**config.mk**
```make
export PLATFORM = sky130hd
export DESIGN_NAME = counter_match_unit
export DESIGN_NICKNAME = d
export VERILOG_FILES = /design/src/shared/match_pkg.sv /design/src/shared/count_if.sv /design/src/core/counter_match_unit.sv /design/src/core/counter_select.sv /design/src/core/match_detect.sv
export SDC_FILE = /design/constraint.sdc
export NUM_CORES = 1
export LEC_CHECK = 0
export BUFFER_PORTS_ARGS = -buffer_cell sky130_fd_sc_hd__buf_4
export CELL_PAD_IN_SITES_DETAIL_PLACEMENT = 2
export CELL_PAD_IN_SITES_GLOBAL_PLACEMENT = 2
export CORE_ASPECT_RATIO = 0.75
export CORE_MARGIN = 4
export CORE_UTILIZATION = 29
export CTS_BUF_LIST = sky130_fd_sc_hd__clkbuf_16
export DETAILED_ROUTE_END_ITERATION = 8
export PLACE_DENSITY = 0.8
export RECOVER_POWER = 50
export REMOVE_ABC_BUFFERS = 1
export SYNTH_ARGS = -nofsm -noshare
export SYNTH_HDL_FRONTEND = slang
export SYNTH_SLANG_ARGS = --single-unit
```
**constraint.sdc**
```tcl
create_clock -name clk -period 1.9 [get_ports clk]
set_input_delay 0.285 -clock clk [delete_from_list [all_inputs] [get_ports clk]]
set_output_delay 0.285 -clock clk [all_outputs]
set_load 0.03 [all_outputs]
```
**src/shared/match_pkg.sv**
```systemverilog
// Constants shared by the counter compare-match unit.
// Assumes a single 40 MHz clock domain.
package match_pkg;
    localparam int CNT_W        = 32;
    localparam int PTR_W        = 16;
    localparam int NUM_COUNTERS = 8;
    localparam int SEL_W        = 3;
    localparam int OUT_W        = 8;
    localparam int OSEL_W       = 3;
    localparam int ADDR_W       = 4;

    // Register offsets
    localparam logic [3:0] CTRL_OFS    = 4'h0;
    localparam logic [3:0] CMPK_OFS    = 4'h1;
    localparam logic [3:0] WORD_OFS    = 4'h2;
    localparam logic [3:0] PTR_OFS     = 4'h3;
    localparam logic [3:0] OUTS_OFS    = 4'h4;
    localparam logic [3:0] STAT_OFS    = 4'h5;
    localparam logic [3:0] MASK_OFS    = 4'h6;
    localparam logic [3:0] CNTV_OFS    = 4'h7;
    localparam logic [3:0] LASTPTR_OFS = 4'h8;
    localparam logic [3:0] OUTCLR_OFS  = 4'h9;

    // Control field positions
    localparam int CTRL_MODE_BIT  = 0;
    localparam int CTRL_SRC_BIT   = 1;
    localparam int CTRL_CSEL_LSB  = 4;
    localparam int CTRL_OSEL_LSB  = 8;

    // Status bit positions
    localparam int STAT_SET_BIT   = 0;
    localparam int STAT_IRQ_BIT   = 1;
    localparam int STAT_W         = 2;

    localparam logic [31:0] CTRL_RST  = 32'h0000_0000;
    localparam logic [31:0] CMP_RST   = 32'h0000_0000;
    localparam logic [15:0] PTR_RST   = 16'h0000;

    typedef enum logic [0:0] {
        MODE_OUTPUT    = 1'b0,
        MODE_INTERRUPT = 1'b1
    } match_mode_t;
endpackage : match_pkg

```
**src/shared/count_if.sv**
```systemverilog
// Carries the selected counter's value and its update event.
// Assumes producer and consumer share clk.
`timescale 1ns/1ps
`default_nettype none
interface count_if;
    logic [31:0] value;
    logic        counted;
    modport src (output value, output counted);
    modport dst (input value, input counted);
endinterface : count_if
`default_nettype wire

```
**src/core/counter_match_unit.sv**
```systemverilog
// Counter compare-match unit: sets an output bit or requests an interrupt.
// Assumes synchronous inputs, one clock, and a one-cycle strobe register port.
// Function
// - Each counted update of the selected counter is compared with compare_value while enable is high.
// - Equality is caught whether counting up or counting down.
// - Output mode sets the selected output bit at once, no scan wait.
// - Compare uses counter value after that event's update completes.
// - Interrupt mode raises a request carrying the configured interrupt pointer.
// - Counter and compare value are 32 bits; constant or word source.
// - Interrupt pointer is held as a 16-bit value.
// - Direct writes or program resets never cause a match action.
`timescale 1ns/1ps
`default_nettype none
module counter_match_unit #(
    parameter int N = match_pkg::NUM_COUNTERS
) (
    // Clock and reset
    input  wire logic                               clk,
    input  wire logic                               rst,
    // Counters
    input  wire logic [N-1:0][match_pkg::CNT_W-1:0] counter_values,
    input  wire logic [N-1:0]                       counter_pulses,
    // Execution condition
    input  wire logic                               enable,
    // Register port
    input  wire logic [match_pkg::ADDR_W-1:0]       reg_addr,
    input  wire logic [31:0]                        reg_wdata,
    input  wire logic                               reg_wr,
    input  wire logic                               reg_rd,
    output logic [31:0]                             reg_rdata,
    // Match results
    output logic [match_pkg::OUT_W-1:0]             match_outputs,
    output logic                                    counter_match_interrupt,
    output logic [match_pkg::PTR_W-1:0]             irq_pointer,
    output logic                                    execute_state,
    output logic                                    irq
);
    logic [31:0]                  ctrl_reg;
    logic [31:0]                  cmpk_reg;
    logic [31:0]                  word_reg;
    logic [15:0]                  ptr_reg;
    logic [match_pkg::STAT_W-1:0] stat_reg;
    logic [match_pkg::STAT_W-1:0] mask_reg;
    logic [match_pkg::STAT_W-1:0] stat_next;
    logic [31:0]                  compare_value;
    logic                         hit;
    logic                         mode_int;
    logic [match_pkg::SEL_W-1:0]  cnt_sel;
    logic [match_pkg::OSEL_W-1:0] out_sel;
    logic                         counter_match_set;
    logic                         wr_ctrl;

    count_if cnt_bus ();

    assign mode_int       = ctrl_reg[match_pkg::CTRL_MODE_BIT];
    assign cnt_sel        = ctrl_reg[match_pkg::CTRL_CSEL_LSB +: match_pkg::SEL_W];
    assign out_sel        = ctrl_reg[match_pkg::CTRL_OSEL_LSB +: match_pkg::OSEL_W];
    // Source select: constant register or word storage
    assign compare_value  = ctrl_reg[match_pkg::CTRL_SRC_BIT] ? word_reg : cmpk_reg;
    assign counter_match_set = hit && !mode_int;
    assign wr_ctrl = reg_wr && (reg_addr == match_pkg::CTRL_OFS);

    function automatic logic wr_at(input logic [3:0] ofs);
        wr_at = reg_wr && (reg_addr == ofs);
    endfunction : wr_at

    // Registered select stage completes the update before compare
    counter_select #(.N(N)) u_sel (
        .clk    (clk),
        .rst    (rst),
        .values (counter_values),
        .pulses (counter_pulses),
        .sel    (cnt_sel),
        .sel_o  (cnt_bus)
    );

    match_detect u_det (
        .clk           (clk),
        .rst           (rst),
        .cnt           (cnt_bus),
        .compare_value (compare_value),
        .enable        (enable),
        .hit           (hit)
    );

    // Configuration registers; writes alone never make a hit
    always_ff @(posedge clk) begin
        if (rst) begin
            ctrl_reg <= match_pkg::CTRL_RST;
            cmpk_reg <= match_pkg::CMP_RST;
            word_reg <= match_pkg::CMP_RST;
            ptr_reg  <= match_pkg::PTR_RST;
            mask_reg <= '0;
        end else begin
            if (wr_ctrl) begin
                ctrl_reg <= reg_wdata;
            end
            if (wr_at(match_pkg::CMPK_OFS)) begin
                cmpk_reg <= reg_wdata;
            end
            if (wr_at(match_pkg::WORD_OFS)) begin
                word_reg <= reg_wdata;
            end
            if (wr_at(match_pkg::PTR_OFS)) begin
                ptr_reg <= reg_wdata[15:0];
            end
            if (wr_at(match_pkg::MASK_OFS)) begin
                mask_reg <= reg_wdata[match_pkg::STAT_W-1:0];
            end
        end
    end

    // Output bits: set by a hit, cleared only by the clear register
    always_ff @(posedge clk) begin
        if (rst) begin
            match_outputs <= '0;
        end else begin
            for (int i = 0; i < match_pkg::OUT_W; i++) begin
                if (counter_match_set && (out_sel == i[match_pkg::OSEL_W-1:0])) begin
                    match_outputs[i] <= 1'b1;
                end else if (wr_at(match_pkg::OUTCLR_OFS) && reg_wdata[i]) begin
                    match_outputs[i] <= 1'b0;
                end
            end
        end
    end

    // Interrupt request pulse with routine pointer
    always_ff @(posedge clk) begin
        if (rst) begin
            counter_match_interrupt <= 1'b0;
            irq_pointer             <= 16'h0000;
        end else begin
            counter_match_interrupt <= hit && mode_int;
            if (hit && mode_int) begin
                irq_pointer <= ptr_reg;
            end
        end
    end

    always_ff @(posedge clk) begin
        if (rst) begin
            execute_state <= 1'b0;
        end else begin
            execute_state <= enable;
        end
    end

    // Sticky status; a set in the clearing read's cycle survives
    always_comb begin
        stat_next = stat_reg;
        if (reg_rd && (reg_addr == match_pkg::STAT_OFS)) begin
            stat_next = '0;
        end
        if (counter_match_set) begin
            stat_next[match_pkg::STAT_SET_BIT] = 1'b1;
        end
        if (hit && mode_int) begin
            stat_next[match_pkg::STAT_IRQ_BIT] = 1'b1;
        end
    end

    always_ff @(posedge clk) begin
        if (rst) begin
            stat_reg <= '0;
            irq      <= 1'b0;
        end else begin
            stat_reg <= stat_next;
            irq      <= |(stat_next & mask_reg);
        end
    end

    // Read data valid in the cycle after the strobe
    always_ff @(posedge clk) begin
        if (rst) begin
            reg_rdata <= 32'h0000_0000;
        end else if (reg_rd) begin
            unique case (reg_addr)
                match_pkg::CTRL_OFS:    reg_rdata <= ctrl_reg;
                match_pkg::CMPK_OFS:    reg_rdata <= cmpk_reg;
                match_pkg::WORD_OFS:    reg_rdata <= word_reg;
                match_pkg::PTR_OFS:     reg_rdata <= {16'h0000, ptr_reg};
                match_pkg::OUTS_OFS:    reg_rdata <= {24'h00_0000, match_outputs};
                match_pkg::STAT_OFS:    reg_rdata <= {30'h0000_0000, stat_reg};
                match_pkg::MASK_OFS:    reg_rdata <= {30'h0000_0000, mask_reg};
                match_pkg::CNTV_OFS:    reg_rdata <= cnt_bus.value;
                match_pkg::LASTPTR_OFS: reg_rdata <= {16'h0000, irq_pointer};
                default:                reg_rdata <= 32'h0000_0000;
            endcase
        end else begin
            reg_rdata <= 32'h0000_0000;
        end
    end

    a_set_on_hit: assert property (@(posedge clk) disable iff (rst)
        (hit && !mode_int) |=> match_outputs[$past(out_sel)])
        else $error("output bit not set on match");
    a_out_sticky: assert property (@(posedge clk) disable iff (rst)
        (match_outputs != 0) && !wr_at(match_pkg::OUTCLR_OFS)
        |=> ((match_outputs & $past(match_outputs)) == $past(match_outputs)))
        else $error("output bit dropped without clear");
    a_out_rise_cause: assert property (@(posedge clk) disable iff (rst)
        ($past(match_outputs) != match_outputs) && !$past(wr_at(match_pkg::OUTCLR_OFS))
        |-> $past(hit) && !$past(mode_int))
        else $error("output bit changed without match");
    a_irq_on_hit: assert property (@(posedge clk) disable iff (rst)
        (hit && mode_int) |=> counter_match_interrupt && (irq_pointer == $past(ptr_reg)))
        else $error("interrupt request missing");
    a_no_irq_output_mode: assert property (@(posedge clk) disable iff (rst)
        counter_match_interrupt |-> $past(mode_int) && $past(hit))
        else $error("interrupt request without match");
    a_no_hit_disabled: assert property (@(posedge clk) disable iff (rst)
        !$past(enable) |-> !hit)
        else $error("match while disabled");
    a_no_hit_idle: assert property (@(posedge clk) disable iff (rst)
        !counter_pulses[cnt_sel] |-> ##2 !hit)
        else $error("match without pulse");
    a_stat_sticky: assert property (@(posedge clk) disable iff (rst)
        counter_match_set |=> stat_reg[match_pkg::STAT_SET_BIT])
        else $error("status not set");
endmodule : counter_match_unit
`default_nettype wire

```
**src/core/counter_select.sv**
```systemverilog
// Picks one of several high-speed counters and flags counted updates.
// Assumes counter values and pulse flags are synchronous to clk.
`timescale 1ns/1ps
`default_nettype none
module counter_select #(
    parameter int N = match_pkg::NUM_COUNTERS
) (
    // Clock and reset
    input  wire logic                              clk,
    input  wire logic                              rst,
    // Counters
    input  wire logic [N-1:0][match_pkg::CNT_W-1:0] values,
    input  wire logic [N-1:0]                       pulses,
    input  wire logic [match_pkg::SEL_W-1:0]        sel,
    // Selected
    count_if.src                                    sel_o
);
    // Value is registered so the compare sees the finished update
    always_ff @(posedge clk) begin
        if (rst) begin
            sel_o.value   <= 32'h0000_0000;
            sel_o.counted <= 1'b0;
        end else begin
            sel_o.value   <= values[sel];
            sel_o.counted <= pulses[sel];
        end
    end
endmodule : counter_select
`default_nettype wire

```
**src/core/match_detect.sv**
```systemverilog
// Equality compare on a counted update only.
// Assumes count_if carries the post-update counter value.
`timescale 1ns/1ps
`default_nettype none
module match_detect (
    // Clock and reset
    input  wire logic                        clk,
    input  wire logic                        rst,
    // Inputs
    count_if.dst                             cnt,
    input  wire logic [match_pkg::CNT_W-1:0] compare_value,
    input  wire logic                        enable,
    // Result
    output logic                             hit
);
    // Direction does not matter: equality catches up and down approach
    always_ff @(posedge clk) begin
        if (rst) begin
            hit <= 1'b0;
        end else begin
            hit <= enable && cnt.counted && (cnt.value == compare_value);
        end
    end

    a_hit_needs_count: assert property (@(posedge clk) disable iff (rst)
        hit |-> $past(cnt.counted))
        else $error("match without count event");
    a_hit_equal: assert property (@(posedge clk) disable iff (rst)
        $past(enable) && $past(cnt.counted) && ($past(cnt.value) == $past(compare_value))
        |-> hit)
        else $error("equal value missed");
endmodule : match_detect
`default_nettype wire

```
==> qor.tcl <==
set qor(htreeDepth) 1
set qor(grt_pass1_wl_mm) 68.00
set qor(vdd_drop_max_mv) 0.6900
set qor(gr-usage-met1_pct) 30.48
set qor(critical-path-slowest-cell) {sky130_fd_sc_hd__nor4_1}
set qor(first_global_vias) 11260
set qor(layout_setup_ws_ns) 0.03709
set qor(globalplace.congestion) 0.8283
set qor(initial_utilization_pct) 29.34
set qor(die_height_um) 170.1
set qor(maxSlewViolCount) 0
set qor(drive_gt1_share_pct) 34.16
set qor(global_route_congestion_overflow_total) 0
set qor(synth_sequential_area_ratio_pct) 41.19
set qor(die_area_um2) 38110
set qor(post_route_setup_tns_ns) 0
set qor(worstPathRequired_ns) 2.33
set qor(critical_path_peak_fanout) 12
set qor(syn_inst) 1081
set qor(final_nets) 1735
set qor(cells_after_dpl) 1862
set qor(layout_worst_path_cycle_share_pct) 98.05
set qor(outcome) {finished clean}
set qor(finalWorstPathRequiredPeriod_ns) 1.863
set qor(multiInputGateArea_um2) 5466
set qor(syn_area_um2) 10160
set qor(hold-worst-slack_ns) 0.03502
set qor(ctsRootBufferMaster) {sky130_fd_sc_hd__clkbuf_16}
set qor(synth_cell_types) 38
set qor(clock_tree_from_tritoncts) {built}
set qor(critPathTopFamily) {simple AND/OR/NAND/NOR gates}
set qor(worstMarginPinSlew_ns) 1.065
set qor(timing.critical_path.cells) {buf_4, nor4_1, and2_1, buf_4, nand2_1, a21oi_1}
set qor(crit_path_frequent_cell) {sky130_fd_sc_hd__buf_4}
set qor(placed_standard_cell_area_um2) 13630
set qor(drc_errors) 0
set qor(timing.max_slew.rel_slack_pct) 28.34
set qor(flow.area_growth_from_synthesis_pct) 39.16
set qor(busiest_layer_in_global_routing) {met2}
set qor(ios) 364
set qor(clock_skew_ns) 0.01087
set qor(final_hold_vio_count) 0
set qor(synth-edff-count) 0
set qor(ys_seq_elements) 209
set qor(path_clk_slew_ns) 0.06
set qor(cts-root-to-sink-buffers) 3
set qor(grt_start_max_net_pins) 59
set qor(fin_total_pwr_mw) 9.889
set qor(ff_latch_area_um2) 4194
set qor(totalWireLength_mm) 44.94
set qor(stdcell_count) 1903
set qor(hold-path-cell-count) 3
set qor(post_synth_most_frequent_cells) {sky130_fd_sc_hd__nand2_1 (298), sky130_fd_sc_hd__dfxtp_1 (209), sky130_fd_sc_hd__a21oi_1 (146)}
set qor(cts-buffers-inserted) 23
set qor(initialDrtViolationCount) 776
set qor(gr-usage-met2_pct) 39.50
set qor(worst_ep_arrival_time_ns) 2.29
set qor(routedWlPerCell_um) 23.62
set qor(die_x_um) 224.1
set qor(hold_class) {input port to flip-flop}
set qor(final_setup_violations) 0
set qor(groute.usage.overall_pct) 22.71
set qor(vias) 10110
set qor(critical_path_depth) 6
set qor(leakage_nw) 5.037
set qor(syn_area_per_cell_um2) 9.396
set qor(yosys_warnings) 0
set qor(cp-start-kind) {input port}
set qor(ys_top_cells_by_area) {sky130_fd_sc_hd__dfxtp_1 (41%), sky130_fd_sc_hd__mux4_2 (15%), sky130_fd_sc_hd__nand2_1 (11%)}
set qor(groute.layer.met3.usage_pct) 4.156
set qor(critical_path_class) {input port to flip-flop}
set qor(worst_path_largest_cell_delay_ns) 0.92
set qor(reg2regPathDepth) 6
set qor(netlist.area_leader.share_pct) 41.19
set qor(pre_cts_slack_ns) -0.2074
set qor(via_density) 5.312
set qor(dr.pass1.iters) 6
set qor(path_buf_inv) 2
set qor(power_density_nw_per_um2) 699.6
set qor(row_count) 59
set qor(grt_antenna_before_repair) 1
set qor(asyncSetResetFlopFracSynth_pct) 0
set qor(final_core_util_pct) 40.83
set qor(hpwl_after_detailed_placement_mm) 33.02
set qor(io_buffers) 363
set qor(cts.repair_timing.setup_buffer_count) 0
set qor(synthMostInstantiatedCell) {sky130_fd_sc_hd__nand2_1}
set qor(fillers) 3791
set qor(clock_insertion_delay_worst_skew_ns) 0.52
set qor(design.core.area_um2) 34620
set qor(ant_nets) 0
set qor(synth_largest_area_cell) {sky130_fd_sc_hd__dfxtp_1}
set qor(final_design_area_no_fill_um2) 14130
set qor(ys_dominant_reg_cell) {sky130_fd_sc_hd__dfxtp_1}
set qor(antenna_cells) 0
set qor(f_max_mhz) 536.8
set qor(worst_setup_path_end_kind) {flip-flop}
set qor(clkSinkCount) 209
set qor(max_cap_violations) 0
-- kinds of logic (layout without fill, tap and decap cells) --
| logic type | count (synthesis) | in the layout | synth area share (%) |
|---|---|---|---|
| XOR/XNOR | 32 | 32 | 2.759 |
| AO/OA/AOI/OAI | 228 | 228 | 13.88 |
| flip-flops | 209 | 209 | 41.19 |
| AND/OR/NAND/NOR | 382 | 382 | 15.85 |
| multiplexers | 135 | 135 | 21.43 |
| buffers and inverters | 95 | 460 | 4.878 |
-- path summary, 6_finish.rpt --
kind	startpoint	to	slack, ns
min	reg_wdata[16]	ctrl_reg[16]	0.04
max	reg_addr[3]	ctrl_reg[2]	0.04
max reg2reg	ctrl_reg[1]	u_det.hit	0.11
min reg2reg	ctrl_reg[14]	ctrl_reg[14]	0.46
-- placed cells by master (no fill, tap or decap), drive strengths merged, types with 2 or more instances in the layout --
cell,synthesis,layout
nor2b,4,4
clkinv,0,12
nor3,4,4
nor4b,3,3
a221oi,2,2
a222oi,32,32
nand2,298,298
a32oi,2,2
nand2b,2,2
nor2,48,48
clkbuf,45,58
a21oi,146,146
and2,5,5
xnor2,31,31
nand4,2,2
mux2i,69,69
nor4,8,8
mux4,66,66
inv,1,6
nand3b,2,2
a22oi,27,27
buf,49,383
nor3b,2,2
dfxtp,209,209
a31oi,16,16
-- tightest hold or removal path, delay by kind of cell --
kind / cells / cell delay [ns]
AOI/OAI and AO/OA: 1 / 0.05
buffers and inverters: 1 / 0.12
and+or+nand+nor: 1 / 0.05
-- final cells by class --
cell class / instances / share of cell area [%]
Clock buffer: 23 / 4.072
Clock inverter: 18 / 0.7170
Inverter: 1 / 0.02656
Multi-Input combinational cell: 777 / 38.67
Sequential cell: 209 / 29.67
Tap cell: 457 / 4.045
Timing Repair Buffer: 418 / 22.79
-- power breakdown --
group	leakage (nW)	internal, mW	switching [mW]
clock network	0.347	2.32	1.86
logic	2.99	0.685	0.489
registers	1.70	4.46	0.0769
total	5.04	7.46	2.42
-- metal layers --
| metal | wire, um | part of all wire [%] | vias up |
|---|---|---|---|
| li1 | - | - | 4579 |
| met1 | 19100 | 43 | 5131 |
| met2 | 22280 | 50 | 367 |
| met3 | 3110 | 6.9 | 32 |
| met4 | 448 | 1.0 | 0 |
| met5 | 0 | 0 | - |
-- repair_timing --
action,4_1_cts,5_1_grt
setup endpoints to repair,1,1
resized for setup,1,3
hold buffers,0,0
pin swaps,0,3
(Power assumes the default switching activity.)
